`src/hdl/suspend_wake_pkg.sv`:
```
// Constants, types and decode functions of the suspend and wake controller
package suspend_wake_pkg;

   // ----------------------------------------------------------------
   // Suspend select field codes
   // ----------------------------------------------------------------
   localparam logic [1:0] SEL_WOL = 2'h0;
   localparam logic [1:0] SEL_WOL_ALT = 2'h1;
   localparam logic [1:0] SEL_DEEP = 2'h2;
   localparam logic [1:0] SEL_FULL = 2'h3;
   localparam logic [1:0] SEL_DEFAULT = SEL_DEEP;

   // ----------------------------------------------------------------
   // Wake event vector layout
   // ----------------------------------------------------------------
   localparam int GPIO_WIDTH = 11;
   localparam int EVENT_COUNT = 12;
   localparam int EV_RESUME = 0;
   localparam int EV_VBUS = 1;
   localparam int EV_MAGIC = 2;
   localparam int EV_WAKE_FRAME = 3;
   localparam int EV_BROADCAST = 4;
   localparam int EV_PERFECT_DA = 5;
   localparam int EV_GOOD_FRAME = 6;
   localparam int EV_TCP_SYN = 7;
   localparam int EV_EEE_RX = 8;
   localparam int EV_EEE_TX = 9;
   localparam int EV_PHY_LINK = 10;
   localparam int EV_GPIO = 11;

   // ----------------------------------------------------------------
   // Accepted wake events per power state
   // ----------------------------------------------------------------
   localparam logic [11:0] MASK_FULL = 12'hFFD;
   localparam logic [11:0] MASK_WOL = 12'hFBD;
   localparam logic [11:0] MASK_DEEP = 12'h801;
   localparam logic [11:0] MASK_UNPOWERED = 12'h002;
   localparam logic [11:0] MASK_PME = 12'hC3C;
   localparam logic [11:0] MASK_DETACH = 12'hC00;
   localparam logic [11:0] MASK_NONE = 12'h000;

   // ----------------------------------------------------------------
   // Power states
   // ----------------------------------------------------------------
   typedef enum logic [2:0] {
      ST_UNPOWERED = 3'h0,
      ST_NORMAL_UNCONF = 3'h1,
      ST_NORMAL_CONF = 3'h2,
      ST_SUSP_WOL = 3'h3,
      ST_SUSP_DEEP = 3'h4,
      ST_SUSP_FULL = 3'h5,
      ST_DETACHED = 3'h6,
      ST_WAKING = 3'h7
   } power_state_type;

   typedef struct packed {
      power_state_type state;
      logic configured;
      logic store;
      logic detach_ret;
      logic hs_wake;
      logic ss_wake;
      logic susp_n;
      logic fifo_wr;
      logic link_ret;
      logic afe_off;
      logic pll_en;
      logic attached;
   } ctl_type;

   function automatic logic [EVENT_COUNT-1:0] wake_mask(input power_state_type s,
                                                        input logic pme);
      unique case (s)
         ST_SUSP_WOL: wake_mask = pme ? MASK_PME : MASK_WOL;
         ST_SUSP_FULL: wake_mask = pme ? MASK_PME : MASK_FULL;
         ST_SUSP_DEEP: wake_mask = MASK_DEEP;
         ST_UNPOWERED: wake_mask = MASK_UNPOWERED;
         ST_DETACHED: wake_mask = MASK_DETACH;
         ST_NORMAL_UNCONF, ST_NORMAL_CONF, ST_WAKING: wake_mask = MASK_NONE;
      endcase
   endfunction

   function automatic logic is_suspend(input power_state_type s);
      is_suspend = (s == ST_SUSP_WOL) || (s == ST_SUSP_DEEP) || (s == ST_SUSP_FULL);
   endfunction

   function automatic logic is_normal(input power_state_type s);
      is_normal = (s == ST_NORMAL_UNCONF) || (s == ST_NORMAL_CONF);
   endfunction

endpackage

```
`src/hdl/sticky_flags.sv`:
```
// Bank of sticky flags, set by hardware events and cleared by software
`timescale 1ns/1ns
`default_nettype none

module sticky_flags #(
   parameter int WIDTH = 11
) (
   // Clock and reset
   input wire logic i_clock,
   input wire logic i_resetn,
   // Events and clears
   input wire logic [WIDTH-1:0] i_set,
   input wire logic [WIDTH-1:0] i_clear,
   // Flag state
   output logic [WIDTH-1:0] o_flags
);

   typedef struct packed {
      logic [WIDTH-1:0] flags;
   } flag_state_type;

   flag_state_type s_q;
   flag_state_type s_d;

   if (WIDTH < 1) begin : g_check
      $error("sticky_flags needs WIDTH of at least 1");
   end

   // A set arriving with its clear wins so no event is lost
   always_comb begin
      s_d = s_q;
      s_d.flags = (s_q.flags & ~i_clear) | i_set;
   end

   always_ff @(posedge i_clock or negedge i_resetn) begin
      if (!i_resetn) begin
         s_q <= '0;
      end else begin
         s_q <= s_d;
      end
   end

   assign o_flags = s_q.flags;
endmodule

`default_nettype wire

```
`src/hdl/suspend_wake_controller.sv`:
```
// Power state sequencing and wake event handling of the bridge
`timescale 1ns/1ns
`default_nettype none

module suspend_wake_controller
   import suspend_wake_pkg::*;
(
   // Clock and reset
   input wire logic i_clock,
   input wire logic i_resetn,
   // USB side status
   input wire logic i_usb_reset,
   input wire logic i_vbus_detect,
   input wire logic i_host_configured,
   input wire logic i_link_suspend,
   input wire logic i_host_resume,
   input wire logic i_superspeed,
   input wire logic i_remote_wake_allowed,
   input wire logic i_link_low_power,
   input wire logic i_traffic_pending,
   // Configuration
   input wire logic [1:0] i_suspend_select,
   input wire logic i_power_event_mode,
   input wire logic i_detach_on_link_loss_enable,
   input wire logic i_filter_wake_frame_flag,
   input wire logic i_eee_receive_wake_enable,
   input wire logic i_release_pin_on_wake,
   // Wake events
   input wire logic i_magic_packet,
   input wire logic i_wake_frame,
   input wire logic i_broadcast_frame,
   input wire logic i_perfect_da_match,
   input wire logic i_tcp_syn,
   input wire logic i_eee_receive_wake_flag,
   input wire logic i_eee_transmit_wake_flag,
   input wire logic i_phy_link_change,
   input wire logic [GPIO_WIDTH-1:0] i_gpio_wake,
   // Received frame status
   input wire logic i_frame_valid,
   input wire logic i_frame_error,
   input wire logic i_frame_pass_filter,
   // Software clears
   input wire logic [GPIO_WIDTH-1:0] i_clear_interrupt_flags,
   input wire logic [EVENT_COUNT-1:0] i_clear_wake_source,
   input wire logic i_clear_detach_return,
   // Power control
   output logic [2:0] o_power_state,
   output logic o_pll_enable,
   output logic o_afe_power_down,
   output logic o_usb_attached,
   // Wake signalling
   output logic o_hs_remote_wake,
   output logic o_ss_function_wake,
   output logic o_suspend_indicator_n,
   output logic o_link_return_request,
   // Receive storage and status
   output logic o_fifo_write_enable,
   output logic o_detach_return_flag,
   output logic [GPIO_WIDTH-1:0] o_interrupt_flags,
   output logic [EVENT_COUNT-1:0] o_wake_source
);

   ctl_type c_q;
   ctl_type c_d;
   logic [EVENT_COUNT-1:0] events;
   logic [EVENT_COUNT-1:0] accepted;
   logic [EVENT_COUNT-1:0] source_set;
   logic frame_ok;
   logic wake_hit;
   logic enter_waking;

   // ----------------------------------------------------------------
   // Sticky event flags
   // ----------------------------------------------------------------
   sticky_flags #(
      .WIDTH(GPIO_WIDTH)
   ) u_gpio_flags (
      .i_clock(i_clock),
      .i_resetn(i_resetn),
      .i_set(i_gpio_wake),
      .i_clear(i_clear_interrupt_flags),
      .o_flags(o_interrupt_flags)
   );

   sticky_flags #(
      .WIDTH(EVENT_COUNT)
   ) u_wake_source (
      .i_clock(i_clock),
      .i_resetn(i_resetn),
      .i_set(source_set),
      .i_clear(i_clear_wake_source),
      .o_flags(o_wake_source)
   );

   // ----------------------------------------------------------------
   // Wake event qualification
   // ----------------------------------------------------------------
   always_comb begin
      frame_ok = i_frame_valid & ~i_frame_error & i_frame_pass_filter;
      events = '0;
      events[EV_RESUME] = i_host_resume;
      events[EV_VBUS] = i_vbus_detect;
      events[EV_MAGIC] = i_magic_packet;
      events[EV_WAKE_FRAME] = i_wake_frame;
      events[EV_BROADCAST] = i_broadcast_frame;
      events[EV_PERFECT_DA] = i_perfect_da_match;
      events[EV_GOOD_FRAME] = i_filter_wake_frame_flag & frame_ok;
      events[EV_TCP_SYN] = i_tcp_syn;
      events[EV_EEE_RX] = i_eee_receive_wake_flag & i_eee_receive_wake_enable;
      events[EV_EEE_TX] = i_eee_transmit_wake_flag;
      events[EV_PHY_LINK] = i_phy_link_change;
      // Pending flags count too, so a stale GPIO wake rewakes at once
      events[EV_GPIO] = |(o_interrupt_flags | i_gpio_wake);
      // Per-state acceptance table
      accepted = events & wake_mask(c_q.state, i_power_event_mode);
      wake_hit = |(accepted & ~MASK_UNPOWERED);
      source_set = is_suspend(c_q.state) ? accepted : '0;
   end

   // ----------------------------------------------------------------
   // Power state sequencing
   // ----------------------------------------------------------------
   always_comb begin
      c_d = c_q;
      enter_waking = 1'b0;
      c_d.hs_wake = 1'b0;
      c_d.ss_wake = 1'b0;
      if (c_q.state == ST_DETACHED && wake_hit) begin
         c_d.detach_ret = 1'b1;
      end else if (i_clear_detach_return) begin
         c_d.detach_ret = 1'b0;
      end
      if (!i_vbus_detect) begin
         c_d.state = ST_UNPOWERED;
         c_d.configured = 1'b0;
         c_d.store = 1'b0;
      end else if (i_usb_reset) begin
         c_d.state = ST_NORMAL_UNCONF;
         c_d.configured = 1'b0;
         c_d.store = 1'b0;
      end else begin
         unique case (c_q.state)
            ST_UNPOWERED: begin
               if (accepted[EV_VBUS]) begin
                  c_d.state = ST_NORMAL_UNCONF;
               end
            end
            ST_NORMAL_UNCONF, ST_NORMAL_CONF: begin
               c_d.configured = i_host_configured;
               c_d.state = i_host_configured ? ST_NORMAL_CONF : ST_NORMAL_UNCONF;
               if (i_host_configured && i_detach_on_link_loss_enable) begin
                  c_d.state = ST_DETACHED;
               end else if (i_link_suspend) begin
                  if (!i_host_configured) begin
                     c_d.state = ST_SUSP_DEEP;
                  end else begin
                     unique case (i_suspend_select)
                        SEL_FULL: c_d.state = ST_SUSP_FULL;
                        SEL_DEEP: c_d.state = ST_SUSP_DEEP;
                        SEL_WOL, SEL_WOL_ALT: c_d.state = ST_SUSP_WOL;
                     endcase
                  end
               end
            end
            ST_SUSP_WOL, ST_SUSP_DEEP, ST_SUSP_FULL: begin
               if (accepted[EV_RESUME]) begin
                  c_d.state = c_q.configured ? ST_NORMAL_CONF : ST_NORMAL_UNCONF;
               end else if (wake_hit) begin
                  c_d.state = ST_WAKING;
                  enter_waking = 1'b1;
                  c_d.store = (c_q.state == ST_SUSP_FULL);
               end
            end
            ST_WAKING: begin
               if (i_host_resume) begin
                  c_d.state = c_q.configured ? ST_NORMAL_CONF : ST_NORMAL_UNCONF;
                  c_d.store = 1'b0;
               end
            end
            ST_DETACHED: begin
               if (wake_hit) begin
                  c_d.state = ST_NORMAL_UNCONF;
                  c_d.configured = 1'b0;
               end
            end
         endcase
      end
      c_d.hs_wake = enter_waking & i_remote_wake_allowed & ~i_superspeed;
      c_d.ss_wake = enter_waking & i_remote_wake_allowed & i_superspeed;
      c_d.susp_n = is_normal(c_d.state)
         | ((c_d.state == ST_WAKING) & i_release_pin_on_wake);
      // Trigger frame first, then every passing frame until resume
      c_d.fifo_wr = frame_ok & ((enter_waking & c_d.store)
         | ((c_q.state == ST_WAKING) & c_q.store & c_d.store));
      c_d.link_ret = is_normal(c_q.state) & i_link_low_power & i_traffic_pending;
      // Front ends sleep in suspend and while detached; both come back together
      c_d.afe_off = is_suspend(c_d.state) | (c_d.state == ST_DETACHED)
         | (c_d.state == ST_UNPOWERED);
      // Reference clock stays with MAC and PHY; only the PLLs stop
      c_d.pll_en = ~((c_d.state == ST_SUSP_WOL) | (c_d.state == ST_SUSP_DEEP)
         | (c_d.state == ST_DETACHED) | (c_d.state == ST_UNPOWERED));
      c_d.attached = (c_d.state != ST_DETACHED) & (c_d.state != ST_UNPOWERED);
   end

   always_ff @(posedge i_clock or negedge i_resetn) begin
      if (!i_resetn) begin
         c_q.state <= ST_NORMAL_UNCONF;
         c_q.configured <= 1'b0;
         c_q.store <= 1'b0;
         c_q.detach_ret <= 1'b0;
         c_q.hs_wake <= 1'b0;
         c_q.ss_wake <= 1'b0;
         c_q.susp_n <= 1'b1;
         c_q.fifo_wr <= 1'b0;
         c_q.link_ret <= 1'b0;
         c_q.afe_off <= 1'b0;
         c_q.pll_en <= 1'b1;
         c_q.attached <= 1'b1;
      end else begin
         c_q <= c_d;
      end
   end

   // ----------------------------------------------------------------
   // Outputs
   // ----------------------------------------------------------------
   assign o_power_state = c_q.state;
   assign o_pll_enable = c_q.pll_en;
   assign o_afe_power_down = c_q.afe_off;
   assign o_usb_attached = c_q.attached;
   assign o_hs_remote_wake = c_q.hs_wake;
   assign o_ss_function_wake = c_q.ss_wake;
   assign o_suspend_indicator_n = c_q.susp_n;
   assign o_link_return_request = c_q.link_ret;
   assign o_fifo_write_enable = c_q.fifo_wr;
   assign o_detach_return_flag = c_q.detach_ret;
endmodule

`default_nettype wire

```
`config.mk`:
```
export PLATFORM = sky130hd
export DESIGN_NAME = suspend_wake_controller
export DESIGN_NICKNAME = d
export VERILOG_FILES = /design/src/hdl/suspend_wake_pkg.sv /design/src/hdl/sticky_flags.sv /design/src/hdl/suspend_wake_controller.sv
export SDC_FILE = /design/constraint.sdc
export NUM_CORES = 1
export LEC_CHECK = 0
export ABC_AREA = 1
export BUFFER_PORTS_ARGS = -buffer_cell sky130_fd_sc_hd__clkbuf_2
export CORE_MARGIN = 8
export CORE_UTILIZATION = 30
export DETAILED_ROUTE_END_ITERATION = 10
export GPL_TIMING_DRIVEN = 0
export MAX_ROUTING_LAYER = met4
export PLACE_DENSITY_LB_ADDON = 0.1
export SLEW_MARGIN = 20
export SYNTH_ARGS = -nofsm -noshare
export SYNTH_HDL_FRONTEND = slang
export SYNTH_SLANG_ARGS = --single-unit
```
`constraint.sdc`:
```
create_clock -name i_clock -period 1.9 [get_ports i_clock]
set_clock_uncertainty 0.1 [all_clocks]
set_input_delay 0.38 -clock i_clock [delete_from_list [all_inputs] [get_ports i_clock]]
set_output_delay 0.38 -clock i_clock [all_outputs]
set_load 0.01 [all_outputs]
```
==> summary.txt <==
Setup path
  • RR Endpoint: o_afe_power_down$_DFF_PN0_
  • Reg-to-Reg Start: o_power_state[0]$_DFF_PN1_
  • WP data required: 2.04 ns
  • R2R depth: 14
  • R2R setup slack: -0.32 ns
  • Startpoint types: register
  • Crit-path max FO: 6
  • Crit path kind: reg2reg
  • Critical Path AT: 2.36 ns
  • Critical path endpoint category: register

Die
  • I/O Pins: 99
  • Die height: 98.0 um
  • Row Count: 30
  • Die area: 9600 um^2
  • Starting Density: between 30% and 40%
  • Core ar.: 6640 um^2
  • Die W: between 90 and 100 um

Clocking
  • Clk_lat worst skew: 0.29 ns
  • Longest Clk Path Bufs: 2
  • Max H-tree Level: 2
  • CTS Sinks: 37
  • Clk root buf: clkbuf_8
  • CTS clk-pin slew, worst paths: approximately 0.080 ns
  • Num CTS Buffers: 5
  • CTS tree: yes
  • Hold buffers post-CTS: 0

Global routing
  • Vias in the first global route: 2142
  • Largest net degree at the start of global routing: 38
  • Tot GR Track Use: 12.9%
  • Initial antenna violation count: 0
  • Congestion Overflow GR: 0
  • First-pass GRT wire length: 9890 um

Yosys
  • Mapped cell area: between 2000 and 2500 um^2
  • Leading area contributor after synthesis: dfrtp_1
  • Seq/Total Area, Yosys: a little under half
  • Top cell type's share of synthesized area: 41.0%
  • Async SR Flop Fraction: 100%
  • Yosys reg bits: 37
  • Yosys cell types: 25
  • Synth top cells by count: nand2_1 (50), inv_1 (46), dfrtp_1 (33), nor2_1 (33), o21ai_0 (17)
  • Most frequent cell after synthesis: nand2_1
  • Post-synth EDFFs: 0
  • Top post-synthesis cells by area: dfrtp_1 (41%), nand2_1 (9.3%), inv_1 (8.6%)
  • Cells after Synth: 260
  • Post-Syn Nets: 324
  • YS warnings: 0
  • Main synth FF type: dfrtp_1
  • Post-Syn Area per Cell: 7.75 um^2

Final layout
  • Final Core Density: a little under half
  • Ratio of cells with drive above 1 in the final layout: approximately half
  • Ant diodes: 0
  • P&R area growth vs syn: 51.8%
  • FILL cells: 668
  • Nets: 451

Detailed routing
  • Initial DRC count: 58
  • Vias after detailed routing: between 2000 and 2500
  • DRT Pass-1 Iters: 4
  • DRT Wirelength: 6000 um
  • DRC: 0
  • Wire per inst: between 10 and 15 um
  • Vias per cell: 4.39
  • Final ANT Viol Nets: 0

Outcome
  • Status: finished, violations left
  • Failing checks: setup timing

Timing
  • Slew @ Worst Pin: 0.840 ns
  • Final setup TNS: -2.60 ns
  • RSZ-0062 raised after global routing: true
  • # setup viols final: 12
  • Max Slew Vio Count: 0
  • Fin crit share: 117%
  • Clock period minus worst slack: 2.22 ns
  • Max_slew headroom: 44.0%
  • Worst setup margin: -0.322 ns
  • Final hold viol count: 0
  • Max Clk Rate: between 0.4 and 0.5 GHz

Power
  • PD cells: 630 nW/um^2
  • Worst vdd ir: 0.336 mV
  • Lkg Pwr: 0.00173 uW

Place
  • Worst slack at placement: -0.361 ns
  • Gpl congestion: a little under 0.9
  • DP HPWL: about 4600 um
  • PortBufs: 98

Min path
  • Worst Hold Class: in2async

Flow run
  • Max cap viols: 0
-- through the flow --
step / area, um^2 / total power (uW) / std cells / hold WS, ns
3_3_place_gp: 2620 / 1160 / 438 / 0.371
6_report: 3060 / 1930 / 468 / 0.0835
4_1_cts: 2870 / 1940 / 456 / 0.115
5_1_grt: 3060 / 2040 / 468 / 0.109
3_5_place_dp: 2620 / 1160 / 438 / 0.379
2_1_floorplan: 2030 / 1010 / 260 / -0.0156
-- per-layer routing --
layer  up-vias  share of wire (%)  routed length [um]  track usage [%]
met1       907                 46                2770             14.9
met2        77                 44                2660             20.1
met3        11                7.8                 466             4.69
met4         0                1.7                  99             4.32
li1       1059                  -                   -                -
met5         -                  0                   0                -
-- state kept, by name (all words and copies together), names as in the netlist --
signal,count
c_q,2
o_afe_power_down,1
o_detach_return_flag,1
o_fifo_write_enable,1
o_hs_remote_wake,1
o_link_return_request,1
o_pll_enable,1
o_power_state,3
o_ss_function_wake,1
o_suspend_indicator_n,1
o_usb_attached,1
u_gpio_flags.o_flags,11
u_wake_source.o_flags,12
-- what timing repair did --
item,in CTS,in global routing
setup buffers,10,12
resized for setup,15,33
setup endpoints to repair,10,13
pin swaps,11,11
-- worst max-delay path, stage by stage, from the launching register on --
cell     delay [ns]
dfstp_2        0.54
buf_6          0.14
nand2_4        0.07
nand2_2        0.09
nand2_4        0.07
nand3_2        0.09
nand2_2        0.07
a21oi_4        0.26
nand3_2        0.12
nand2_2        0.07
inv_2          0.05
o21ai_4        0.23
buf_4          0.15
o21ai_1        0.05
nand2_1        0.06
-- cells in the final DEF, fill, tap and decap left out --
cell type   Yosys  layout
buf_4           3      18
nor2_2          5      11
o21ai_4         1       1
nor2_1         33      25
o22ai_1         3       3
buf_2           0       1
nand2_1        50      40
bufinv_16       0       1
inv_1          46      44
a21oi_2         1       1
a21oi_4         0       1
dfrtp_2         0       1
inv_2           4       6
dfrtp_1        33      32
o21ai_0        17      13
clkbuf_2        0      97
a31oi_1         1       1
buf_6           2       9
nand2_4         4       9
nand3_1        16       7
clkbuf_8        0       6
dfstp_2         4       4
nand3_2         3      12
clkinvlp_4      0       1
nand2_2        12      17
a21oi_1         7       6
nand4_1         2       2
clkinv_4        0       1
nor2_4          1       3
o21ai_1         1       5
o211ai_1        2       2
o21bai_1        8       8
-- power breakdown --
group / leakage (uW) / internal [uW] / switching [uW]
registers: 0.000462 / 827 / 20.7
clock network: 0.0000574 / 427 / 302
logic: 0.00121 / 163 / 189
total: 0.00173 / 1420 / 511
-- cell type report --
type	count	area, um^2	area share (%)
sequential	37	932	30.5
inverter	51	196	6.42
timing repair buffer	120	682	22.3
clock inverter	2	37.5	1.23
multi-input combinational	167	983	32.1
clock buffer	6	82.6	2.70
tap	80	100	3.27
buffer	5	45.0	1.47
-- cell families (layout without fill, tap and decap cells) --
| group | after synthesis | count (layout) | share of synthesized area [%] |
|---|---|---|---|
| compound gates | 41 | 41 | 12.4 |
| buf+inv | 56 | 184 | 11.8 |
| flops | 37 | 37 | 46.2 |
| simple gates | 126 | 126 | 29.6 |
-- worst max path at each step --
stage / start / to / slack [ns] / cells after the start
CTS: o_power_state[0]$_DFF_PN1_ / o_suspend_indicator_n$_DFF_PN1_ / -0.33 / 17
detailed placement: o_power_state[0]$_DFF_PN1_ / o_pll_enable$_DFF_PN1_ / -0.36 / 17
global placement: o_power_state[0]$_DFF_PN1_ / o_pll_enable$_DFF_PN1_ / -0.34 / 17
floorplan: o_power_state[0]$_DFF_PN1_ / o_pll_enable$_DFF_PN1_ / -0.10 / 17
finish: o_power_state[0]$_DFF_PN1_ / o_afe_power_down$_DFF_PN0_ / -0.32 / 14
global route: o_power_state[0]$_DFF_PN1_ / o_afe_power_down$_DFF_PN0_ / -0.51 / 14
Note: power is estimated with default switching activity, not from simulation.
